<file path="src/adc_seq_pkg.sv">
/*
  package for the converter sequencer: register indices, field positions,
  reset values, modes, trigger sources, state encodings and carrier structs.
  assumes a plain register port with one-cycle read latency.
*/
package adc_seq_pkg;

  // register indices (port address = index)
  localparam logic [3:0] IDX_CTRL_STATUS = 4'h0;
  localparam logic [3:0] IDX_CONTROL = 4'h1;
  localparam logic [3:0] IDX_PLACEMENT = 4'h2;
  localparam logic [3:0] IDX_SAMPLE_LEN = 4'h3;
  localparam logic [3:0] IDX_SELF_CHECK = 4'h4;
  localparam logic [3:0] IDX_MODULE_STOP = 4'h5;
  localparam logic [3:0] IDX_RESULT_FIRST = 4'h8;
  localparam int NUM_CH = 4;
  localparam int RES_BITS = 10;

  // conv_ctrl_status_reg fields
  localparam int CS_CH_LSB = 0; // [1:0] highest channel of a scan, or channel for single
  localparam int CS_START = 5; // conversion_start_bit
  localparam int CS_DONE_IE = 6; // done_irq_enable
  localparam int CS_DONE_FLAG = 7; // sticky completion flag, write 0 clears
  // conv_control_reg fields
  localparam int CR_MODE_LSB = 0; // [1:0]
  localparam int CR_CLKSEL_LSB = 2; // [3:2] clock_divider_select
  localparam int CR_TRIG_LSB = 5; // [7:5]
  // other single bits and the two-bit level field
  localparam int PL_LEFT = 7;
  localparam int SC_ENABLE = 0;
  localparam int SC_LEVEL_LSB = 1; // [2:1]

  localparam logic [7:0] RST_CTRL_STATUS = 8'h00;
  localparam logic [7:0] RST_CONTROL = 8'h00;
  localparam logic [7:0] RST_PLACEMENT = 8'h00; // right justified
  localparam logic [7:0] RST_SAMPLE_LEN = 8'h19;
  localparam logic [7:0] RST_SELF_CHECK = 8'h00;
  localparam logic RST_MODULE_STOP = 1'b1;

  // cycles of one conversion-clock tick spent per result bit
  localparam logic [3:0] BIT_STATES = 4'h2;

  typedef enum logic [1:0]
  {
    MODE_SINGLE = 2'b00,
    MODE_ONE_PASS = 2'b01,
    MODE_CONTINUOUS = 2'b10
  } conv_mode_t;

  typedef enum logic [2:0]
  {
    TRIG_SOFTWARE = 3'b000,
    TRIG_EXT_PIN = 3'b001,
    TRIG_MULTIFUNCTION_TIMER = 3'b010,
    TRIG_EIGHT_BIT_TIMER = 3'b011
  } trig_src_t;

  typedef enum logic [1:0]
  {
    ST_IDLE = 2'b00,
    ST_SAMPLE = 2'b01,
    ST_CONVERT = 2'b10,
    ST_STORE = 2'b11
  } conv_state_t;

  // register bus request
  typedef struct packed
  {
    logic [3:0] addr;
    logic [7:0] wdata;
    logic wr;
    logic rd;
  } reg_req_t;

  // hand-off from the approximation core
  typedef struct packed
  {
    logic busy;
    logic done;
    logic [RES_BITS-1:0] code;
  } sar_out_t;

endpackage

</file>
<file path="src/adc_sar_core.sv">
/*
  successive-approximation search over ten bits, paced by the conversion tick.
  assumes a comparator result input that is synchronous to i_core_clk.
*/
`timescale 1ns/1ps
module adc_sar_core
  import adc_seq_pkg::*;
(
  input wire logic i_core_clk,
  input wire logic i_nrst,
  input wire logic i_go,
  input wire logic i_tick,
  input wire logic i_cmp_above,
  output adc_seq_pkg::sar_out_t o_sar
);

  typedef struct packed
  {
    logic busy;
    logic done;
    logic [RES_BITS-1:0] code;
    logic [RES_BITS-1:0] probe;
    logic [3:0] ticks;
  } sar_state_t;

  sar_state_t state_reg;
  sar_state_t state_next;

  // one trial bit per BIT_STATES ticks; the probe walks msb to lsb
  // the code flops carry the trial value itself, so the dac code needs no gate after the flops
  always_comb
  begin
    state_next = state_reg;
    state_next.done = 1'b0;
    if (i_go)
    begin
      state_next.busy = 1'b1;
      state_next.code = {1'b1, {(RES_BITS-1){1'b0}}};
      state_next.probe = {1'b1, {(RES_BITS-1){1'b0}}};
      state_next.ticks = '0;
    end
    else if (state_reg.busy && i_tick)
    begin
      state_next.ticks = state_reg.ticks + 4'h1;
      if (state_reg.ticks == BIT_STATES - 4'h1)
      begin
        state_next.ticks = '0;
        // keep the bit under test when the input stands above the trial, then raise the next bit
        state_next.code = (i_cmp_above ? state_reg.code : state_reg.code & ~state_reg.probe) |
          (state_reg.probe >> 1);
        state_next.probe = state_reg.probe >> 1;
        if (state_reg.probe[0])
        begin
          state_next.busy = 1'b0;
          state_next.done = 1'b1;
        end
      end
    end
  end

  always_ff @(posedge i_core_clk)
  begin
    if (!i_nrst)
    begin
      state_reg <= '0;
    end
    else
    begin
      state_reg <= state_next;
    end
  end

  assign o_sar = '{busy: state_reg.busy, done: state_reg.done, code: state_reg.code};

endmodule

</file>
<file path="src/adc_sequencer_control.sv">
/*
  control of a 10-bit successive-approximation converter: triggers, modes,
  clock post-scaler, sampling length, result placement, done interrupt and
  module stop. assumes a comparator on the analog side, timer trigger pulses
  on i_core_clk, and an asynchronous external trigger pin.
*/
// The plain strobed port and the register addresses were chosen for this implementation.
//
// Contract
// done interrupt request goes out only while done_irq_enable is set
// software also enables and prioritises the source in the interrupt controller
// writing one to start bit begins conversion; bit reads one until done
// two-bit clock_divider_select picks the post-scaled conversion clock
// choices are peripheral clock divided by one, two, four or eight
// sample_length_reg sets sampling length in conversion-clock states
// each conversion gives a ten-bit result
// result_placement_reg selects left or right justified results
// placement resets to right justified
// start from software, external pin, multifunction timer or eight-bit timer
// modes: single shot, one-pass sweep, continuous scan
// scans always begin at analog_input_zero
// converter idles unpowered until module_stop_bit is cleared
// self_check_reg converts internal reference levels instead of inputs
// continuous keeps start set; done raised at end of each sequence
// each channel result has its own register, channel zero first
`timescale 1ns/1ps
module adc_sequencer_control
  import adc_seq_pkg::*;
(
  input wire logic i_core_clk,
  input wire logic i_nrst,
  input wire logic [3:0] i_addr,
  input wire logic [7:0] i_wdata,
  input wire logic i_wr,
  input wire logic i_rd,
  input wire logic i_ext_trigger_pin_n,
  input wire logic i_multifunction_timer_trig,
  input wire logic i_eight_bit_timer_trig,
  input wire logic i_cmp_above,
  output logic [15:0] o_rdata,
  output logic o_done_irq,
  output logic o_analog_power_en,
  output logic o_sample_hold,
  output logic [1:0] o_mux_sel,
  output logic o_mux_ref_sel,
  output logic [1:0] o_ref_level_sel,
  output logic [RES_BITS-1:0] o_dac_code
);

  typedef struct packed
  {
    logic [7:0] ctrl_status;
    logic [7:0] control;
    logic [7:0] placement;
    logic [7:0] sample_len;
    logic [7:0] self_check;
    logic module_stop;
    logic [NUM_CH-1:0][RES_BITS-1:0] result;
    conv_state_t phase;
    logic [1:0] channel;
    logic [7:0] sample_cnt;
    logic [2:0] prescale;
    logic tick;
    logic [1:0] pin_sync;
    logic pin_prev;
    logic sar_go;
    logic [15:0] rdata;
    logic irq;
    logic power_en;
    logic sample_hold;
  } ctl_state_t;

  ctl_state_t state_reg;
  ctl_state_t state_next;
  sar_out_t sar;
  logic pin_fall;
  logic trig_hit;
  logic [2:0] div_mask;
  logic [15:0] rd_word;
  logic [NUM_CH-1:0][15:0] placed;
  conv_mode_t mode;
  trig_src_t trig;

  adc_sar_core u_sar
  (
    .i_core_clk(i_core_clk),
    .i_nrst(i_nrst),
    .i_go(state_reg.sar_go),
    .i_tick(state_reg.tick),
    .i_cmp_above(i_cmp_above),
    .o_sar(sar)
  );

  assign mode = conv_mode_t'(state_reg.control[CR_MODE_LSB +: 2]);
  assign trig = trig_src_t'(state_reg.control[CR_TRIG_LSB +: 3]);
  // pin edge looks only at the second synchroniser stage and its delayed copy
  // the synchroniser holds the inverted pin, so a falling pin shows as a rising sample
  assign pin_fall = ~state_reg.pin_prev & state_reg.pin_sync[1];

  // hardware triggers count only while idle; a trigger mid-sequence is dropped
  always_comb
  begin
    unique case (trig)
      TRIG_EXT_PIN: trig_hit = pin_fall;
      TRIG_MULTIFUNCTION_TIMER: trig_hit = i_multifunction_timer_trig;
      TRIG_EIGHT_BIT_TIMER: trig_hit = i_eight_bit_timer_trig;
      default: trig_hit = 1'b0;
    endcase
  end

  // post-scaler mask: tick when the low counter bits are all zero
  always_comb
  begin
    unique case (state_reg.control[CR_CLKSEL_LSB +: 2])
      2'b00: div_mask = 3'h7; // divide by eight
      2'b01: div_mask = 3'h3; // divide by four
      2'b10: div_mask = 3'h1; // divide by two
      default: div_mask = 3'h0; // undivided
    endcase
  end

  // per-channel justification
  genvar g;
  generate
    for (g = 0; g < NUM_CH; g++)
    begin : g_place
      assign placed[g] = state_reg.placement[PL_LEFT] ?
        {state_reg.result[g], 6'h00} : {6'h00, state_reg.result[g]};
    end
  endgenerate

  // read mux
  always_comb
  begin
    rd_word = 16'h0000;
    if (i_addr >= IDX_RESULT_FIRST && i_addr < IDX_RESULT_FIRST + 4'(NUM_CH))
    begin
      rd_word = placed[i_addr[1:0]];
    end
    else
    begin
      unique case (i_addr)
        IDX_CTRL_STATUS: rd_word = {8'h00, state_reg.ctrl_status};
        IDX_CONTROL: rd_word = {8'h00, state_reg.control};
        IDX_PLACEMENT: rd_word = {8'h00, state_reg.placement};
        IDX_SAMPLE_LEN: rd_word = {8'h00, state_reg.sample_len};
        IDX_SELF_CHECK: rd_word = {8'h00, state_reg.self_check};
        IDX_MODULE_STOP: rd_word = {15'h0000, state_reg.module_stop};
        default: rd_word = 16'h0000;
      endcase
    end
  end

  always_comb
  begin
    state_next = state_reg;
    state_next.sar_go = 1'b0;
    state_next.pin_sync = {state_reg.pin_sync[0], ~i_ext_trigger_pin_n};
    state_next.pin_prev = state_reg.pin_sync[1];
    state_next.rdata = i_rd ? rd_word : 16'h0000;
    // conversion clock divides the peripheral clock only while powered
    state_next.prescale = state_reg.prescale + 3'h1;
    state_next.tick = ((state_reg.prescale & div_mask) == 3'h0) && !state_reg.module_stop;

    // register writes
    if (i_wr)
    begin
      unique case (i_addr)
        IDX_CTRL_STATUS:
        begin
          state_next.ctrl_status[CS_CH_LSB +: 2] = i_wdata[CS_CH_LSB +: 2];
          state_next.ctrl_status[CS_DONE_IE] = i_wdata[CS_DONE_IE];
          if (!i_wdata[CS_DONE_FLAG])
          begin
            state_next.ctrl_status[CS_DONE_FLAG] = 1'b0;
          end
          if (i_wdata[CS_START] && !state_reg.module_stop)
          begin
            state_next.ctrl_status[CS_START] = 1'b1;
          end
          else if (!i_wdata[CS_START])
          begin
            state_next.ctrl_status[CS_START] = 1'b0; // software stop
            state_next.phase = ST_IDLE;
          end
        end
        IDX_CONTROL: state_next.control = i_wdata;
        IDX_PLACEMENT: state_next.placement = i_wdata & 8'h80;
        IDX_SAMPLE_LEN: state_next.sample_len = i_wdata;
        IDX_SELF_CHECK: state_next.self_check = i_wdata & 8'h07;
        IDX_MODULE_STOP: state_next.module_stop = i_wdata[0];
        default: state_next.module_stop = state_reg.module_stop;
      endcase
    end

    // hardware trigger sets the start bit like a software write
    if (state_reg.phase == ST_IDLE && trig_hit && !state_reg.module_stop
        && !state_reg.ctrl_status[CS_START])
    begin
      state_next.ctrl_status[CS_START] = 1'b1;
    end

    // sequencer
    unique case (state_reg.phase)
      ST_IDLE:
      begin
        if (state_reg.ctrl_status[CS_START] && !state_reg.module_stop)
        begin
          state_next.phase = ST_SAMPLE;
          state_next.sample_cnt = '0;
          state_next.channel = (mode == MODE_SINGLE) ? state_reg.ctrl_status[CS_CH_LSB +: 2] : 2'b00;
        end
      end
      ST_SAMPLE:
      begin
        if (state_reg.tick)
        begin
          state_next.sample_cnt = state_reg.sample_cnt + 8'h01;
          if (state_reg.sample_cnt + 8'h01 >= state_reg.sample_len)
          begin
            state_next.phase = ST_CONVERT;
            state_next.sar_go = 1'b1;
          end
        end
      end
      ST_CONVERT:
      begin
        if (sar.done)
        begin
          state_next.phase = ST_STORE;
          state_next.result[state_reg.channel] = sar.code;
        end
      end
      ST_STORE:
      begin
        if (mode != MODE_SINGLE && state_reg.channel != state_reg.ctrl_status[CS_CH_LSB +: 2])
        begin
          state_next.channel = state_reg.channel + 2'b01;
          state_next.phase = ST_SAMPLE;
          state_next.sample_cnt = '0;
        end
        else
        begin
          state_next.ctrl_status[CS_DONE_FLAG] = 1'b1; // set beats clear
          if (mode == MODE_CONTINUOUS)
          begin
            state_next.channel = 2'b00;
            state_next.phase = ST_SAMPLE;
            state_next.sample_cnt = '0;
          end
          else
          begin
            state_next.ctrl_status[CS_START] = 1'b0;
            state_next.phase = ST_IDLE;
          end
        end
      end
    endcase

    // a software stop written this cycle outranks the sequencer
    if (i_wr && i_addr == IDX_CTRL_STATUS && !i_wdata[CS_START])
    begin
      state_next.phase = ST_IDLE;
      state_next.ctrl_status[CS_START] = 1'b0;
    end
    if (state_next.module_stop)
    begin
      state_next.phase = ST_IDLE;
      state_next.ctrl_status[CS_START] = 1'b0;
    end
    // restart the post-scaler as sampling begins; a free-running one would cut the first state short
    if (state_next.phase == ST_SAMPLE && state_reg.phase != ST_SAMPLE)
    begin
      state_next.prescale = 3'h2;
      state_next.tick = (div_mask == 3'h0);
    end
    state_next.irq = state_next.ctrl_status[CS_DONE_FLAG] & state_next.ctrl_status[CS_DONE_IE];
    state_next.power_en = ~state_next.module_stop;
    state_next.sample_hold = (state_next.phase == ST_SAMPLE);
  end

  always_ff @(posedge i_core_clk)
  begin
    if (!i_nrst)
    begin
      state_reg <= '0;
      state_reg.ctrl_status <= RST_CTRL_STATUS;
      state_reg.control <= RST_CONTROL;
      state_reg.placement <= RST_PLACEMENT;
      state_reg.sample_len <= RST_SAMPLE_LEN;
      state_reg.self_check <= RST_SELF_CHECK;
      state_reg.module_stop <= RST_MODULE_STOP;
      state_reg.phase <= ST_IDLE;
    end
    else
    begin
      state_reg <= state_next;
    end
  end

  // analog-facing controls come straight from state flops or the core flops
  assign o_rdata = state_reg.rdata;
  assign o_done_irq = state_reg.irq;
  assign o_analog_power_en = state_reg.power_en;
  assign o_sample_hold = state_reg.sample_hold;
  assign o_mux_sel = state_reg.channel;
  assign o_mux_ref_sel = state_reg.self_check[SC_ENABLE];
  assign o_ref_level_sel = state_reg.self_check[SC_LEVEL_LSB +: 2];
  assign o_dac_code = sar.code;

endmodule

</file>
<file path="config.mk">
export PLATFORM = sky130hd
export DESIGN_NAME = adc_sequencer_control
export DESIGN_NICKNAME = d
export VERILOG_FILES = /design/src/adc_seq_pkg.sv /design/src/adc_sar_core.sv /design/src/adc_sequencer_control.sv
export SDC_FILE = /design/constraint.sdc
export NUM_CORES = 1
export LEC_CHECK = 0
export ABC_AREA = 1
export BUFFER_PORTS_ARGS = -buffer_cell sky130_fd_sc_hd__buf_2
export CAP_MARGIN = 20
export CORE_MARGIN = 2
export CORE_UTILIZATION = 30
export DETAILED_ROUTE_END_ITERATION = 8
export PLACE_DENSITY = 0.54
export SYNTH_ARGS = -nofsm -noshare
export SYNTH_HDL_FRONTEND = slang
export SYNTH_SLANG_ARGS = --single-unit
export TNS_END_PERCENT = 30
</file>
<file path="constraint.sdc">
create_clock -name i_core_clk -period 3.4 [get_ports i_core_clk]
set_clock_uncertainty 0.2 [all_clocks]
set_input_delay 0.68 -clock i_core_clk [delete_from_list [all_inputs] [get_ports i_core_clk]]
set_output_delay 0.68 -clock i_core_clk [all_outputs]
set_load 0.03 [all_outputs]
</file>
==> results.cfg <==
[floorplan]
coreArea_sq_um = 18800
die_w_um = 143
die-area_sq_um = 20400
rows = 50
start_util_pct = 30.7
die_y_um = 143
io_pins = 54

[cells_and_area]
final_cell_mix = dfxtp_1 (131), nand2_1 (123), a21oi_1 (100)
final_common_cell = dfxtp_1
largest_register_ffs = 77
regArea_sq_um = 2620
fin_cells = 1013
final_nets = 805
n_antenna_cell = 0
design_area_sq_um = 6640
drive_gt1_share_pct = 13.7
fillCellCount = 1999
synthToLayoutAreaGrowth_pct = 15.1
multi_input_area_sq_um = 2480

[timing]
slew_viol_final = 0
post-route-period-util_pct = 83.2
relSlewSlack_pct = 51.7
holdWs_ns = 0.208
finalSetupTns_ns = 0
fin_crit_ns = 2.83
worst_pin_slew_ns = 0.724
rsz0062_at_grt = false
setup_viol = 0
max_freq_mhz = 353
finalHoldViolations = 0

[clocking]
cts_tree = yes
htree_num_levels = 4
cts.clk_slew.worst_paths_ns = 0.05
clkLatencyLatePin_ns = 0.43
root_buffer = clkbuf_16
holdBufCountCts = 0
clockBufferDepth = 2
ctsResizeCount = 0
cts_buffers = 17
clock-sinks = 131
postCtsSetupBuffers = 0

[synthesis]
avgSynthCellArea_sq_um = 7.81
synth-seq-area-share_pct = 45.5
synth_top_area_share_pct = 45.5
synth_fa_ha_area_share_pct = 4.12
synth_xor_xnor_area_share_pct = 1.37
syn_inst = 739
synth_edf_count = 0
synth_simple_gate_area_share_pct = 17.4
ys.warnings.count = 0
synth-compound-area-share_pct = 20.1
dominantRegCellSynth = dfxtp_1
synthMuxAreaShare_pct = 0
netlist_area_sq_um = 5770
synth_area_leaders = dfxtp_1 (45%), a21oi_1 (8.7%), nand2_1 (8.0%)
synth_nets = 778
async_flop_share_pct = 0
synth.distinct_cells = 41
yosys.area.top_type = dfxtp_1
ys_ff_latch = 131
synth_top_family_by_area = compound AO/OA/AOI/OAI gates

[pwr]
internal_power_mw = 2.72
combPwrFrac_pct = 3.6
p_sw_share_pct = 22.0
power_frac_seq_pct = 44.6
power_density_nw_per_um2 = 524
ir_worst_vdd_mv = 0.204
p_sw_mw = 0.765
leakage_nw = 2.62
clockPowerShare_pct = 51.8

[critical_path]
cp-end-kind = flip-flop
worstPathArrival_ns = 2.99
critPathKind = reg -> reg
cp-start-kind = flip-flop
crit_path_max_fanout = 4
crit_required_ns = 3.56

[global_routing]
grt_pass1_wl_um = 24000
grt_start_max_net_pins = 29
grt_pass1_vias = 4495
grt_use_total_pct = 15.4
antenna_found_initial = 0
grt_overflow = 0

[drt]
via_count = 4836
route.detailed.drc = 0
wl_per_cell_um = 14.9
firstDrtPassIters = 5
vias_per_cell = 4.77
ant_nets = 0
drt_iter0_markers = 406
drt-total-wl_um = 15000

[placed_design]
routabilityCongestion = 0.835
port-buffer-count = 53
dpl.hpwl_um = 10800
dpl_cell_area_sq_um = 6060
place_inst = 981

[run]
maxCapViolCount = 0

[min_path]
min-delay-path-class = reg -> reg

[outcome]
status = finished clean
[path summary, 6_finish.rpt]
kind,start,endpoint,slack (ns),depth (start not counted)
worst min register to register,state_next[22]$_SDFF_PN0_,state_next[20]$_SDFF_PN0_,0.21,2
worst max register to register,state_reg[27]$_SDFFE_PN0P_,state_reg[23]$_SDFF_PN0_,0.57,17
worst min-delay path,state_next[22]$_SDFF_PN0_,state_next[20]$_SDFF_PN0_,0.21,2
worst max-delay path,state_reg[27]$_SDFFE_PN0P_,state_reg[23]$_SDFF_PN0_,0.57,17
[layout make-up]
type	count	share of cell area, %
clock buffers	24	7.25
clock inverters	8	1.53
inverters	94	5.31
multi-input cells	463	37.3
flip-flops and latches	131	39.5
well taps	234	4.41
repair buffers	59	4.67
[cell families after synthesis]
group / count (synthesis)
AOI/OAI and AO/OA: 209
xor gates and xnor gates: 9
adders and majority gates: 19
buffers and inverters: 145
DFF: 131
and+or+nand+nor: 226
[through the flow]
| stage | setup slack [ns] | power [mW] | util (%) |
|---|---|---|---|
| floorplan | 0.902 | 1.66 | - |
| global placement | 0.654 | 1.71 | 32.3 |
| detailed placement | 0.556 | 1.71 | 32.3 |
| CTS | 0.529 | 3.51 | 35.4 |
| global route | 0.270 | 3.59 | 35.4 |
| finish | 0.570 | 3.48 | 35.4 |
[cell usage after synthesis (2+ instances only)]
library cell,number
dfxtp_1,131
nand2_1,123
a21oi_1,100
inv_1,89
o21ai_0,62
nand3_1,39
nor2_1,34
buf_4,30
o22ai_1,20
ha_1,19
clkbuf_1,13
a221oi_1,9
nor3_1,7
a22oi_1,6
buf_1,5
nor2_4,5
xor2_1,5
inv_2,4
nand4_1,4
xnor2_1,4
nand2_2,3
or2_2,3
buf_2,2
nand3_2,2
nor3b_1,2
o2111ai_1,2
o32ai_1,2
[worst max-delay path, cell delays in order (launching register included)]
cell     delay (ns)
dfxtp_1        0.37
inv_1          0.07
nor3_1         0.36
nand4_1        0.18
nor2_1         0.15
xor2_1         0.16
inv_1          0.07
ha_1           0.29
a21oi_1        0.16
o21a_1         0.13
nand2_1        0.08
nand3_1        0.10
nand2_1        0.07
nand2_2        0.11
nand3_2        0.09
nand2_1        0.07
inv_1          0.04
nor2_1         0.09
[per-layer routing]
layer	track usage (%)	part of all wire, %	wire [um]	up-vias
met2	23.3	44	6690	113
met1	20.4	48	7240	2205
met4	5.68	1.8	265	0
li1	-	-	-	2498
met5	0	0	0	-
met3	4.90	5.6	848	20
[power by group through the flow]
stage                     Combinational [mW]  Sequential, mW  Clock (mW)
after detailed placement               0.123            1.59           0
after global routing                   0.139            1.55        1.90
final                                  0.124            1.55        1.81
after CTS                              0.124            1.55        1.83
after floorplan                       0.0742            1.59           0
after global placement                 0.123            1.59           0
Note: power is estimated with default switching activity, not from simulation.
